<file path="src/design/adc_ctrl_pkg.sv">
// holds the register map, field positions, reset values and timing counts
// assumes a 10 MHz reference clock and word-indexed register addresses
package adc_ctrl_pkg;
	// register indices; the byte address is four times the index
	localparam logic [7:0] REG_CHAN_SEL = 8'h05;
	localparam logic [7:0] REG_POWER    = 8'h08;
	localparam logic [7:0] REG_DCS      = 8'h09;
	localparam logic [7:0] REG_CLK_DIV  = 8'h0b;
	localparam logic [7:0] REG_OUT_MODE = 8'h14;
	localparam logic [7:0] REG_SYNC     = 8'h3a;
	localparam logic [7:0] REG_NSR      = 8'h3c;
	localparam logic [7:0] REG_STATUS   = 8'h40;
	// field positions
	localparam int unsigned BIT_OUT_EN    = 4;
	localparam int unsigned BIT_SYNC_EN   = 1;
	localparam int unsigned BIT_SYNC_ONCE = 2;
	// reset values
	localparam logic [1:0] CHAN_SEL_RST = 2'h3;
	localparam logic [1:0] FMT_RST      = 2'h1;
	localparam logic [2:0] DIV_RST      = 3'h0;
	localparam logic       DCS_RST      = 1'b1;
	// timing
	localparam int unsigned CLK_PERIOD_NS = 100;
	localparam int unsigned RELOCK_MIN_NS = 1500;
	localparam int unsigned RELOCK_CYC    = (RELOCK_MIN_NS + CLK_PERIOD_NS - 1) / CLK_PERIOD_NS;
	localparam int unsigned LAT_BASE      = 10;
	localparam int unsigned LAT_NSR       = 13;
	localparam int unsigned STANDBY_SHIFT = 2;
	// sample coding limits
	localparam logic signed [12:0] FS_POS   = 13'sh03ff;
	localparam logic signed [12:0] FS_NEG   = 13'sh1c00;
	localparam logic [10:0]        CODE_MAX = 11'h3ff;
	localparam logic [10:0]        CODE_MIN = 11'h400;
	typedef enum logic [1:0] {FMT_OFFSET = 2'h0, FMT_TWOS = 2'h1, FMT_GRAY = 2'h2} out_fmt_t;
	typedef enum logic [1:0] {PWR_NORMAL = 2'h0, PWR_DOWN = 2'h1, PWR_STANDBY = 2'h2} pwr_mode_t;
	typedef enum logic [1:0] {ST_RUN = 2'b00, ST_OFF = 2'b01, ST_WAKE = 2'b11} pwr_state_t;
endpackage

</file>
<file path="src/design/adc_ctrl.sv">
// two-channel converter control: divider, stabiliser, power, output stage
// assumes one 10 MHz clock, an Avalon-MM master, samples from same-domain logic
`timescale 1ns/10ps
module adc_ctrl #(
	parameter int unsigned WAKE_LIMIT = 20000, // off cycles counted toward wake time
	parameter int unsigned PIPE_D     = 13
)(
	input  wire logic               i_ref_clk,
	input  wire logic               i_rstn,
	input  wire logic [7:0]         i_avs_address,
	input  wire logic               i_avs_read,
	input  wire logic               i_avs_write,
	input  wire logic [31:0]        i_avs_writedata,
	output logic      [31:0]        o_avs_readdata,
	output logic                    o_avs_waitrequest,
	input  wire logic               i_sync,
	input  wire logic               i_power_down_request,
	input  wire logic               i_output_enable_n,
	input  wire logic               i_clk_freq_change,
	input  wire logic signed [12:0] i_ch_a_sample,
	input  wire logic signed [12:0] i_ch_b_sample,
	output logic                    o_conv_en,
	output logic                    o_conv_clk,
	output logic                    o_stabiliser_locked,
	output logic                    o_stabiliser_bypass,
	output logic                    o_ref_on,
	output logic                    o_bias_on,
	output logic                    o_clk_on,
	output logic                    o_waking,
	output logic      [10:0]        o_data,
	output logic                    o_overrange,
	output logic                    o_data_oe,
	output logic                    o_data_clock_out
);
	// saturate a wide sample to 11 bits and flag overrange
	function automatic logic [11:0] sat(input logic signed [12:0] x);
		if (x > adc_ctrl_pkg::FS_POS) begin
			return {1'b1, adc_ctrl_pkg::CODE_MAX};
		end else if (x < adc_ctrl_pkg::FS_NEG) begin
			return {1'b1, adc_ctrl_pkg::CODE_MIN};
		end else begin
			return {1'b0, x[10:0]};
		end
	endfunction

	// recode a two's complement sample to the selected output coding
	function automatic logic [10:0] recode(input logic [10:0] tc, input logic [1:0] f);
		logic [10:0] ob;
		ob = {~tc[10], tc[9:0]};
		if (f == adc_ctrl_pkg::FMT_TWOS) begin
			return tc;
		end else if (f == adc_ctrl_pkg::FMT_GRAY) begin
			return ob ^ {1'b0, ob[10:1]};
		end else begin
			return ob;
		end
	endfunction

	// pin synchronisers; stage one feeds stage two only
	logic [3:0] pin_s1_q;
	logic [3:0] pin_s2_q;
	logic       sync_prev_q;
	logic       freq_prev_q;
	always_ff @(posedge i_ref_clk) begin
		if (!i_rstn) begin
			pin_s1_q <= 4'h4;
			pin_s2_q <= 4'h4;
			sync_prev_q <= 1'b0;
			freq_prev_q <= 1'b0;
		end else begin
			pin_s1_q <= {i_clk_freq_change, i_output_enable_n, i_power_down_request, i_sync};
			pin_s2_q <= pin_s1_q;
			sync_prev_q <= pin_s2_q[0];
			freq_prev_q <= pin_s2_q[3];
		end
	end
	wire sync_s   = pin_s2_q[0];
	wire pd_pin   = pin_s2_q[1];
	wire oe_pin_n = pin_s2_q[2];
	wire freq_evt = pin_s2_q[3] & ~freq_prev_q;

	// bus slave: one wait state on every access, then the answer
	logic ack_q;
	wire  req    = i_avs_read | i_avs_write;
	wire  wr     = i_avs_write & ack_q;
	wire  wr_sel = wr && (i_avs_address == adc_ctrl_pkg::REG_CHAN_SEL);
	wire  wr_pwr = wr && (i_avs_address == adc_ctrl_pkg::REG_POWER);
	wire  wr_dcs = wr && (i_avs_address == adc_ctrl_pkg::REG_DCS);
	wire  wr_div = wr && (i_avs_address == adc_ctrl_pkg::REG_CLK_DIV);
	wire  wr_out = wr && (i_avs_address == adc_ctrl_pkg::REG_OUT_MODE);
	wire  wr_syn = wr && (i_avs_address == adc_ctrl_pkg::REG_SYNC);
	wire  wr_nsr = wr && (i_avs_address == adc_ctrl_pkg::REG_NSR);
	assign o_avs_waitrequest = req & ~ack_q;

	// configuration registers
	logic [1:0] chan_sel_q;
	logic [1:0] pwr_mode_q;
	logic       dcs_en_q;
	logic [2:0] div_q;
	logic [1:0] fmt_q [2];
	logic [1:0] outen_q;
	logic       sync_en_q;
	logic       sync_once_q;
	logic       armed_q;
	logic       nsr_q;
	wire        accept = sync_s & ~sync_prev_q & sync_en_q & (~sync_once_q | armed_q);
	always_ff @(posedge i_ref_clk) begin
		if (!i_rstn) begin
			ack_q <= 1'b0;
			chan_sel_q <= adc_ctrl_pkg::CHAN_SEL_RST;
			pwr_mode_q <= adc_ctrl_pkg::PWR_NORMAL;
			dcs_en_q <= adc_ctrl_pkg::DCS_RST;
			div_q <= adc_ctrl_pkg::DIV_RST;
			fmt_q[0] <= adc_ctrl_pkg::FMT_RST;
			fmt_q[1] <= adc_ctrl_pkg::FMT_RST;
			outen_q <= 2'h3;
			sync_en_q <= 1'b0;
			sync_once_q <= 1'b0;
			nsr_q <= 1'b0;
		end else begin
			ack_q <= req & ~ack_q;
			if (wr_sel) chan_sel_q <= i_avs_writedata[1:0];
			if (wr_pwr) pwr_mode_q <= i_avs_writedata[1:0];
			if (wr_dcs) dcs_en_q <= i_avs_writedata[0];
			if (wr_div) div_q <= i_avs_writedata[2:0];
			if (wr_nsr) nsr_q <= i_avs_writedata[0];
			if (wr_syn) begin
				sync_en_q <= i_avs_writedata[adc_ctrl_pkg::BIT_SYNC_EN];
				sync_once_q <= i_avs_writedata[adc_ctrl_pkg::BIT_SYNC_ONCE];
			end
			// channel writes go to every channel picked in the select register
			for (int c = 0; c < 2; c++) begin
				if (wr_out && chan_sel_q[c]) begin
					fmt_q[c] <= i_avs_writedata[1:0];
					outen_q[c] <= i_avs_writedata[adc_ctrl_pkg::BIT_OUT_EN];
				end
			end
		end
	end

	// one-shot arm: a write that meets a sync keeps the arm set
	always_ff @(posedge i_ref_clk) begin
		if (!i_rstn) begin
			armed_q <= 1'b0;
		end else if (wr_syn) begin
			armed_q <= 1'b1;
		end else if (accept && sync_once_q) begin
			armed_q <= 1'b0;
		end
	end

	// power state machine; wake time follows the time spent off
	adc_ctrl_pkg::pwr_state_t state_q;
	logic [15:0] off_cnt_q;
	logic [15:0] wake_cnt_q;
	logic        standby_q;
	wire  pd_req      = pd_pin | (pwr_mode_q != adc_ctrl_pkg::PWR_NORMAL);
	wire  standby_sel = ~pd_pin & (pwr_mode_q == adc_ctrl_pkg::PWR_STANDBY);
	wire  [15:0] wake_len = standby_q ? (off_cnt_q >> adc_ctrl_pkg::STANDBY_SHIFT) : off_cnt_q;
	always_ff @(posedge i_ref_clk) begin
		if (!i_rstn) begin
			state_q <= adc_ctrl_pkg::ST_RUN;
			off_cnt_q <= 16'h0000;
			wake_cnt_q <= 16'h0000;
			standby_q <= 1'b0;
		end else begin
			if (pd_req) standby_q <= standby_sel;
			case (state_q)
				adc_ctrl_pkg::ST_RUN: begin
					off_cnt_q <= 16'h0000;
					if (pd_req) state_q <= adc_ctrl_pkg::ST_OFF;
				end
				adc_ctrl_pkg::ST_OFF: begin
					if (off_cnt_q < 16'(WAKE_LIMIT)) off_cnt_q <= off_cnt_q + 16'h0001;
					if (!pd_req) begin
						state_q <= adc_ctrl_pkg::ST_WAKE;
						wake_cnt_q <= wake_len;
					end
				end
				adc_ctrl_pkg::ST_WAKE: begin
					wake_cnt_q <= wake_cnt_q - 16'h0001;
					if (pd_req) begin
						state_q <= adc_ctrl_pkg::ST_OFF;
						off_cnt_q <= 16'h0000;
					end else if (wake_cnt_q <= 16'h0001) begin
						state_q <= adc_ctrl_pkg::ST_RUN;
						standby_q <= 1'b0;
					end
				end
				default: state_q <= adc_ctrl_pkg::ST_RUN;
			endcase
		end
	end
	wire clk_run = (state_q != adc_ctrl_pkg::ST_OFF);
	assign o_clk_on  = clk_run;
	assign o_bias_on = clk_run;
	assign o_ref_on  = clk_run | standby_q;
	assign o_waking  = (state_q == adc_ctrl_pkg::ST_WAKE);

	// stabiliser relock timer; held loaded while the clock is stopped
	logic [4:0] relock_q;
	always_ff @(posedge i_ref_clk) begin
		if (!i_rstn || freq_evt || !clk_run || (wr_dcs && !dcs_en_q)) begin
			relock_q <= 5'(adc_ctrl_pkg::RELOCK_CYC);
		end else if (relock_q != 5'h00) begin
			relock_q <= relock_q - 5'h01;
		end
	end
	// the loop is modelled at any rate, even below 40 MHz where it need not work
	assign o_stabiliser_locked = dcs_en_q & (relock_q == 5'h00);
	assign o_stabiliser_bypass = dcs_en_q & (relock_q != 5'h00);

	// integer divider; count zero is the initial state and the sampling edge
	logic [2:0] div_cnt_q;
	always_ff @(posedge i_ref_clk) begin
		if (!i_rstn || !clk_run || accept) begin
			div_cnt_q <= 3'h0;
		end else if (div_cnt_q >= div_q) begin
			div_cnt_q <= 3'h0;
		end else begin
			div_cnt_q <= div_cnt_q + 3'h1;
		end
	end
	assign o_conv_en = clk_run & (div_cnt_q == 3'h0);
	// high time is half the ratio rounded up when locked, else the raw one-cycle pulse
	wire [3:0] hi_len = o_stabiliser_locked ? ({1'b0, div_q} + 4'h2) >> 1 : 4'h1;
	assign o_conv_clk = clk_run & ({1'b0, div_cnt_q} < hi_len);

	// capture and fixed-latency pipeline shared by data and overrange
	logic [23:0] pipe_q [PIPE_D];
	wire  [23:0] cap_word = {sat(i_ch_a_sample), sat(i_ch_b_sample)};
	always_ff @(posedge i_ref_clk) begin
		if (!i_rstn) begin
			for (int i = 0; i < PIPE_D; i++) pipe_q[i] <= 24'h000000;
		end else begin
			if (o_conv_en) pipe_q[0] <= cap_word;
			for (int i = 1; i < PIPE_D; i++) pipe_q[i] <= pipe_q[i - 1];
		end
	end
	wire [23:0] tap = nsr_q ? pipe_q[adc_ctrl_pkg::LAT_NSR - 1]
	                        : pipe_q[adc_ctrl_pkg::LAT_BASE - 1];

	// output stage: a in the high slot, b in the low slot
	wire only_a = (outen_q == 2'b01);
	wire only_b = (outen_q == 2'b10);
	wire use_b  = only_b | (~only_a & o_data_clock_out);
	wire [11:0] pick     = use_b ? tap[11:0] : tap[23:12];
	wire [1:0]  pick_fmt = use_b ? fmt_q[1] : fmt_q[0];
	// drivers off if the pin asks, both channel enables are clear, or the power state is not run (off or waking)
	wire drv_on = (state_q == adc_ctrl_pkg::ST_RUN) & ~oe_pin_n & (|outen_q);
	always_ff @(posedge i_ref_clk) begin
		if (!i_rstn) begin
			o_data <= 11'h000;
			o_overrange <= 1'b0;
			o_data_oe <= 1'b0;
			o_data_clock_out <= 1'b0;
		end else begin
			o_data <= recode(pick[10:0], pick_fmt);
			o_overrange <= pick[11];
			o_data_oe <= drv_on;
			o_data_clock_out <= clk_run & ~o_data_clock_out;
		end
	end

	// register read decode
	logic [31:0] rd_word;
	wire         rsel = ~chan_sel_q[0];
	always_comb begin
		if (i_avs_address == adc_ctrl_pkg::REG_CHAN_SEL) begin
			rd_word = {30'h0, chan_sel_q};
		end else if (i_avs_address == adc_ctrl_pkg::REG_POWER) begin
			rd_word = {30'h0, pwr_mode_q};
		end else if (i_avs_address == adc_ctrl_pkg::REG_DCS) begin
			rd_word = {31'h0, dcs_en_q};
		end else if (i_avs_address == adc_ctrl_pkg::REG_CLK_DIV) begin
			rd_word = {29'h0, div_q};
		end else if (i_avs_address == adc_ctrl_pkg::REG_OUT_MODE) begin
			rd_word = {27'h0, outen_q[rsel], 2'h0, fmt_q[rsel]};
		end else if (i_avs_address == adc_ctrl_pkg::REG_SYNC) begin
			rd_word = {29'h0, sync_once_q, sync_en_q, 1'b0};
		end else if (i_avs_address == adc_ctrl_pkg::REG_NSR) begin
			rd_word = {31'h0, nsr_q};
		end else if (i_avs_address == adc_ctrl_pkg::REG_STATUS) begin
			rd_word = {26'h0, armed_q, o_data_oe, o_waking, ~clk_run,
			           o_stabiliser_bypass, o_stabiliser_locked};
		end else begin
			rd_word = 32'h0; // unmapped reads as zero
		end
	end
	always_ff @(posedge i_ref_clk) begin
		if (!i_rstn) begin
			o_avs_readdata <= 32'h0;
		end else if (i_avs_read && !ack_q) begin
			o_avs_readdata <= rd_word;
		end
	end

	// checks; the gap helper counts cycles between undisturbed divider ticks
	logic [3:0] gap_q;
	logic       clean_q;
	always_ff @(posedge i_ref_clk) begin
		if (!i_rstn || o_conv_en) begin
			gap_q <= 4'h1;
		end else if (gap_q != 4'hf) begin
			gap_q <= gap_q + 4'h1;
		end
	end
	always_ff @(posedge i_ref_clk) begin
		if (!i_rstn || accept || !clk_run || wr_div) begin
			clean_q <= 1'b0;
		end else if (o_conv_en) begin
			clean_q <= 1'b1;
		end
	end
endmodule

</file>
<file path="config.mk">
export PLATFORM = sky130hd
export DESIGN_NAME = adc_ctrl
export DESIGN_NICKNAME = d
export VERILOG_FILES = /design/src/design/adc_ctrl_pkg.sv /design/src/design/adc_ctrl.sv
export SDC_FILE = /design/constraint.sdc
export NUM_CORES = 1
export LEC_CHECK = 0
export BUFFER_PORTS_ARGS = -buffer_cell sky130_fd_sc_hd__buf_2
export CORE_ASPECT_RATIO = 0.5
export CORE_MARGIN = 2
export CORE_UTILIZATION = 55
export CTS_BUF_LIST = sky130_fd_sc_hd__clkbuf_8 sky130_fd_sc_hd__clkbuf_16
export DETAILED_ROUTE_END_ITERATION = 6
export PLACE_DENSITY_LB_ADDON = 0.3
export SETUP_SLACK_MARGIN = 0.3
export SLEW_MARGIN = 20
export SYNTH_ARGS = -nofsm -noshare
export SYNTH_HDL_FRONTEND = slang
export SYNTH_SLANG_ARGS = --single-unit
</file>
<file path="constraint.sdc">
create_clock -name i_ref_clk -period 8.28 [get_ports i_ref_clk]
set_clock_uncertainty 0.15 [all_clocks]
set_input_delay 1.656 -clock i_ref_clk [delete_from_list [all_inputs] [get_ports i_ref_clk]]
set_output_delay 1.656 -clock i_ref_clk [all_outputs]
set_load 0.02 [all_outputs]
</file>
==> results.toml, run 1 <==
[outcome]
run_status = "complete, no violations"

[logic_synthesis]
synth_top_area_cell = "dfxtp_1"
yosys.area_share.simple = 0.2332
synthAdderAreaFrac = 0.01251
syn_area_per_cell_um2 = 10.70
synth.area.top_cells = "dfxtp_1 54%, and2_1 14%, edfxtp_1 6.0%, nor2_1 2.8%, mux4_2 1.9%"
synth_edf_count = 28
synth_compound_area_frac = 0.07057
netlist_area_mm2 = 0.01390
yosysMostFrequentCell = "dfxtp_1"
yosysSeqAreaShare = 0.6020
ys.warnings.count = 0
synth_ff_type = "dfxtp_1"
synth_top_cells_by_count = "376 x dfxtp_1, 304 x and2_1, 105 x nor2_1, 51 x clkbuf_1, 50 x nand2_1"
synth_xor_xnor_area_share = 0.004411
post_synth_inst_count = 1299
muxShareOfSynthArea = 0.03610
yosys.area.top_type_share = 0.5415
netlist-cell-type-count = 70
async_reset_ff_frac = 0
ys_seq_elements = 404
synth_top_family_by_area = "simple AND/OR/NAND/NOR gates"

[clocking]
cts_resized = 0
cts_tree = "built"
cts_max_level = 2
cts_buffers = 35
clkSinkCount = 404
hold_buffers = 0
clockBufferDepth = 3
cts_setup_buffers = 0
root_buffer = "clkbuf_16"
clk_pin_slew_worst_paths_ns = 0.06
worstSkewPairLatency_ns = 0.52

[timing]
hold_violations = 0
timing.hold.ws_ns = 0.2439
finalSetupTns_ns = 0
maxSlewViolCount = 0
grt_setup_unrepaired = "false"
fin_crit_sh = 0.5916
fmax_mhz = 204.2
period_minus_slack_ns = 4.898
setup_violations = 0
tightest_slew_ns = 0.9688
slew_headroom = 0.3527

[cells_and_area]
fillers = 2106
instances_no_fill = 1717
syn_to_final_growth_pct = 11.85
n_antenna_cell = 0
fin_nets = 1436
drive_above_1_share = 0.1216

[placement]
gp_congestion = 0.8496
dp_cells = 1656
port_buffers = 74
dpl.hpwl_mm = 15.19

[run]
cap_violations = 0

[die]
fp.dieW_um = 228.8
die_area_mm2 = 0.02664
rows = 41
core_mm2 = 0.02503
initial_core_util = 0.5552
io_pins = 129
die_h_um = 116.4

[drt]
vias = 8513
drtIter0Drc = 630
wl_per_cell_um = 13.44
drc = 0
viasPerCell = 4.958
drt_first_pass_iters = 5
ant_nets = 0
wirelength_mm = 23.08

[power_and_ir_drop]
irDropWorstVdd_mv = 0.1616
p_leak_uw = 0.006319
power_density_mw_per_mm2 = 242.7

[worst_setup_path]
critPathLaunchType = "register"
crit_type = "reg -> out"
required_ns = 6.47
worst-path-max-fanout = 5
cp_data_arrival_time_ns = 3.09
worstSetupEndpointType = "output port"
rrSetupSlack_ns = 5.52

[global_routing]
grt_overflow_total = 0
grt_usage = 0.1729
antenna_found_initial = 0
grt_pass1_vias = 7894
grt_pass1_wl_mm = 37.56
grt_max_degree = 145

[min_path]
min_path_type = "reg -> reg"
-- worst max-delay path, stage by stage (launching register included) --
cell      delay (ns)
dfxtp_1         0.32
inv_1           0.09
ha_1            0.20
nor4b_1         0.58
and2_1          0.32
nand2_1         0.09
ha_1            0.27
a21o_1          0.15
a211oi_1        0.32
buf_2           0.23
-- cells by family after synthesis --
family / after synthesis
XOR/XNOR: 7
AO/OA/AOI/OAI: 147
buffers and inverters: 118
adder cells (fa/ha/maj): 14
flip-flops: 404
other: 1
multiplexers: 34
AND/OR/NAND/NOR: 574
-- state kept, by name (all words and copies together) (netlist names), 3 cells and up --
| name | cells |
|---|---|
| div_q | 3 |
| wake_cnt_q | 16 |
| pin_s2_q | 4 |
| relock_q | 5 |
| fmt_q | 4 |
| pin_s1_q | 4 |
| o_data | 11 |
| div_cnt_q | 3 |
| off_cnt_q | 16 |
| o_avs_readdata | 6 |
| pipe_q | 312 |
-- final timing paths --
check                  endpoint  depth (start not counted)         from
setup reg to reg  pipe_q[0][18]                          6   state_q[0]
setup / recovery     o_conv_clk                          9  relock_q[0]
hold / removal        o_data_oe                          1  pin_s2_q[2]
hold reg to reg       o_data_oe                          1  pin_s2_q[2]
-- per-layer routing --
| metal | up-vias | track usage | wire (µm) |
|---|---|---|---|
| li1 | 4360 | - | - |
| met1 | 3930 | 0.2320 | 11030 |
| met2 | 184 | 0.2806 | 10500 |
| met3 | 39 | 0.04175 | 1137 |
| met4 | 0 | 0.05541 | 408 |
| met5 | - | 0 | 0 |
-- placed cells by master (no fill, tap or decap), drive strengths merged, types with 7 or more instances in the layout --
| cell | n |
|---|---|
| nor2 | 105 |
| and2 | 304 |
| conb | 26 |
| mux2i | 19 |
| clkbuf | 42 |
| nand2b | 8 |
| o21a | 13 |
| nor2b | 10 |
| or3 | 10 |
| mux4 | 12 |
| nor3b | 8 |
| o211ai | 12 |
| inv | 35 |
| nor4 | 10 |
| nand2 | 50 |
| a21oi | 35 |
| nand3 | 24 |
| and3 | 7 |
| ha | 13 |
| nor3 | 11 |
| a21boi | 10 |
| nand4 | 10 |
| buf | 78 |
| o21ai | 35 |
| dfxtp | 376 |
| edfxtp | 28 |
| clkinv | 7 |
-- metrics by stage --
stage                     setup WS (ns)    util  instance area (µm²)  total power (µW)
final                             3.382  0.6210                15550              3773
after CTS                         3.421  0.6209                15540              3823
after global routing              3.123  0.6210                15550              3929
after detailed placement          3.977  0.5741                14370              2178
after floorplan                   4.042       -                13990              2149
after global placement            4.194  0.5741                14370              2174
-- power by group --
part	internal, µW	total (µW)	switching, µW
Combinational	39.6	123	83.8
Sequential	2000	2010	10.8
Clock	946	1640	694
Total	2980	3770	788
-- layout make-up --
cell class,count,area (µm²),share of cell area
Inverter,28,105.1,0.006761
Multi-Input combinational cell,802,5064,0.3257
Clock buffer,42,983.4,0.06326
Clock inverter,19,188.9,0.01215
Tap cell,344,430.4,0.02769
Sequential cell,404,8368,0.5383
Timing Repair Buffer,78,406.6,0.02616
No activity file was read; power rests on OpenSTA's default activity.
==> inputs of run 2 (changes only) <==
--- a/config.mk
+++ b/config.mk
@@ -5,10 +5,11 @@
 export SDC_FILE = /design/constraint.sdc
 export NUM_CORES = 1
 export LEC_CHECK = 0
+export ABC_AREA = 1
 export BUFFER_PORTS_ARGS = -buffer_cell sky130_fd_sc_hd__buf_2
 export CORE_ASPECT_RATIO = 0.5
 export CORE_MARGIN = 2
-export CORE_UTILIZATION = 55
+export CORE_UTILIZATION = 53
 export CTS_BUF_LIST = sky130_fd_sc_hd__clkbuf_8 sky130_fd_sc_hd__clkbuf_16
 export DETAILED_ROUTE_END_ITERATION = 6
 export PLACE_DENSITY_LB_ADDON = 0.3
==> constraint.sdc (replaced) <==
create_clock -name i_ref_clk -period 4.4 [get_ports i_ref_clk]
set_clock_uncertainty 0.15 [all_clocks]
set_input_delay 0.88 -clock i_ref_clk [delete_from_list [all_inputs] [get_ports i_ref_clk]]
set_output_delay 0.88 -clock i_ref_clk [all_outputs]
set_load 0.02 [all_outputs]
==> run 2 against run 1 <==
Against the previous run: sequential share of layout area shrank 1.9 points; count of clock-buffer cells in the layout grew 2; sequential power grew 90%; critical path depth grew 1; combinational power grew to 2.7 times the previous value; global-route usage grew 0.12 points; synthesized area grew 4.0%; wire length grew 4.7%.
==> results.toml, run 2 <==
[power_and_ir_drop]
net-switching-power_uw = 1549
pwr-share-clk = 0.424
p_leak_uw = 0.008967
comb_power_share = 0.047
seqPwrFrac = 0.529
swShare = 0.2150
power_density_mw_per_mm2 = 447.5
p_total_uw = 7205
p_int_uw = 5656
irDropWorstVdd_mv = 0.2158

[worst_setup_path]
reg2reg_depth = 7
worstSetupEndpointType = "output port"
path_cells = "inv_1 -> ha_1 -> inv_1 -> nor2_1 -> nand2_1 -> nor2_2 -> nand2_1 -> ha_1 -> a2111oi_0 -> buf_2"
crit_type = "reg -> out"
crit_path_top_delay_cell = "a2111oi_0"
worst-path-max-fanout = 5
cp_data_arrival_time_ns = 2.73
r2r-end = "off_cnt_q[2]"
rrSetupSlack_ns = 1.72
required_ns = 3.37
cpPeakStageDelay_ns = 0.50
critPathLaunchType = "register"
timing.rr.start = "state_q[1]"

[outcome]
run_status = "complete, no violations"

[cells_and_area]
fin_nets = 1933
fin_area_mm2 = 0.01610
largest_reg_flops = 312
reg_top3 = "pipe_q x312, off_cnt_q x16, wake_cnt_q x16"
final_common_cell = "nand2_1"
drive_above_1_share = 0.08079
largest-register = "pipe_q"
n_antenna_cell = 0
syn_to_final_growth_pct = 11.39
layout_common_cells = "489 x nand2_1, 396 x inv_1, 376 x dfxtp_1"

[clocking]
root_buffer = "clkbuf_16"
cts_max_level = 2
hold_buffers = 0
cts_setup_buffers = 0
clkSinkCount = 404
cts_buffers = 35
worstSkewPairLatency_ns = 0.52
clk_pin_slew_worst_paths_ns = 0.07
clockBufferDepth = 3
cts_tree = "built"

[global_routing]
antenna_found_initial = 0
grt_usage = 0.1741
grt_overflow_total = 0
grt_pass1_wl_mm = 41.53
grt_max_degree = 172
grt_pass1_vias = 8918

[logic_synthesis]
synth_xor_xnor_area_share = 0.008483
yosys.area_share.simple = 0.1816
synth_top_cells_by_count = "489 x nand2_1, 388 x inv_1, 376 x dfxtp_1, 98 x nor2_1, 87 x a21oi_1"
ys_seq_elements = 404
synth_compound_area_frac = 0.08387
netlist_area_mm2 = 0.01446
yosysMostFrequentCell = "nand2_1"
synth_edf_count = 28
ys.warnings.count = 0
async_reset_ff_frac = 0
muxShareOfSynthArea = 0.0006925
post_synth_inst_count = 1798
syn_area_per_cell_um2 = 8.040
yosysSeqAreaShare = 0.5789
synth.area.top_cells = "dfxtp_1 52%, nand2_1 13%, inv_1 10%, edfxtp_1 5.8%, a21oi_1 3.0%"
synth_top_family_by_area = "simple AND/OR/NAND/NOR gates"
synthAdderAreaFrac = 0.01125
netlist-cell-type-count = 48
yosys.area.top_type_share = 0.5207
synth_ff_type = "dfxtp_1"
synth_top_area_cell = "dfxtp_1"

[timing]
setup_violations = 0
maxSlewViolCount = 0
slew_headroom = 0.2800
timing.final.ws_setup_ns = 0.6370
hold_violations = 0
fmax_mhz = 265.7
period_minus_slack_ns = 3.763
fin_crit_sh = 0.8552
timing.hold.ws_ns = 0.2382
finalSetupTns_ns = 0
tightest_slew_ns = 1.069
grt_setup_unrepaired = "false"

[drt]
ant_nets = 0
viasPerCell = 4.429
wl_met3_mm = 1.237
drt-met1-wl_mm = 12.47
topRoutingLayerUsed = "met4"
drt_first_pass_iters = 5
drc = 0
vias = 9837
wirelength_mm = 24.18
drtIter0Drc = 742
met2_length_mm = 10.08
wl_per_cell_um = 10.89

[placement]
dpl.hpwl_mm = 15.34
port_buffers = 74
dp_slack_ns = 1.016
place_area_mm2 = 0.01494
gp_congestion = 0.8721

[die]
io_pins = 129
initial_core_util = 0.5425
fp.dieW_um = 237.6
rows = 42
core_mm2 = 0.02664
die_h_um = 120.8
die_area_mm2 = 0.02869

[min_path]
hold_depth = 1
min_path_type = "reg -> reg"
hold-path-endpoint = "o_data_oe"
min_from = "pin_s2_q[2]"

[run]
cap_violations = 0
-- run 2: power groups by stage --
stage | Sequential, µW | Combinational, µW | Clock, µW
global placement | 3890 | 332 | 0
detailed placement | 3900 | 335 | 0
floorplan | 3900 | 258 | 0
global route | 3820 | 383 | 3280
finish | 3810 | 336 | 3060
CTS | 3810 | 337 | 3130
-- run 2: cells by family after synthesis --
| family | count (synthesis) |
|---|---|
| AOI/OAI and AO/OA | 216 |
| and+or+nand+nor | 664 |
| other | 1 |
| buffers and inverters | 485 |
| muxes | 1 |
| adders and majority gates | 13 |
| xor gates and xnor gates | 14 |
| DFF | 404 |
-- run 2: cell type report --
cell class	count	area (µm²)
flip-flops and latches	404	8368
well taps	352	440.4
clock buffers	44	1033
clock inverters	16	125.1
multi-input cells	934	4233
inverters	392	1471
fillers	2305	10540
repair buffers	79	430.4
-- run 2: worst max-delay path: cells and delay by family, from the launching register on --
family	cells	cell delay, ns
AO/OA/AOI/OAI	1	0.50
adder cells (fa/ha/maj)	2	0.46
buffers and inverters	3	0.41
flip-flops	1	0.32
AND/OR/NAND/NOR	4	0.53
-- run 2: repair_timing --
action / CTS / global route
endpoints found under the hold margin: 0 / 0
setup endpoints to repair: 0 / 1
resized for setup: 0 / 1
-- run 2: metal layers --
layer,vias to the layer above,global-route usage
li1,5417,-
met1,4190,0.2490
met2,195,0.2698
met3,35,0.03333
met4,0,0.04953
met5,-,0
-- run 2: how the worst max path moves through the flow --
stage / from / end / slack, ns
2_1_floorplan: relock_q[0] / o_conv_clk / 0.63
3_3_place_gp: relock_q[0] / o_conv_clk / 1.08
3_5_place_dp: relock_q[0] / o_conv_clk / 1.02
4_1_cts: relock_q[0] / o_conv_clk / 0.46
5_1_grt: relock_q[0] / o_conv_clk / 0.39
6_report: relock_q[0] / o_conv_clk / 0.64
-- run 2: stage by stage --
stage | cells | util
floorplan | 1823 | -
global placement | 2161 | 0.5608
detailed placement | 2161 | 0.5608
CTS | 2221 | 0.6043
global route | 2221 | 0.6043
finish | 2221 | 0.6043
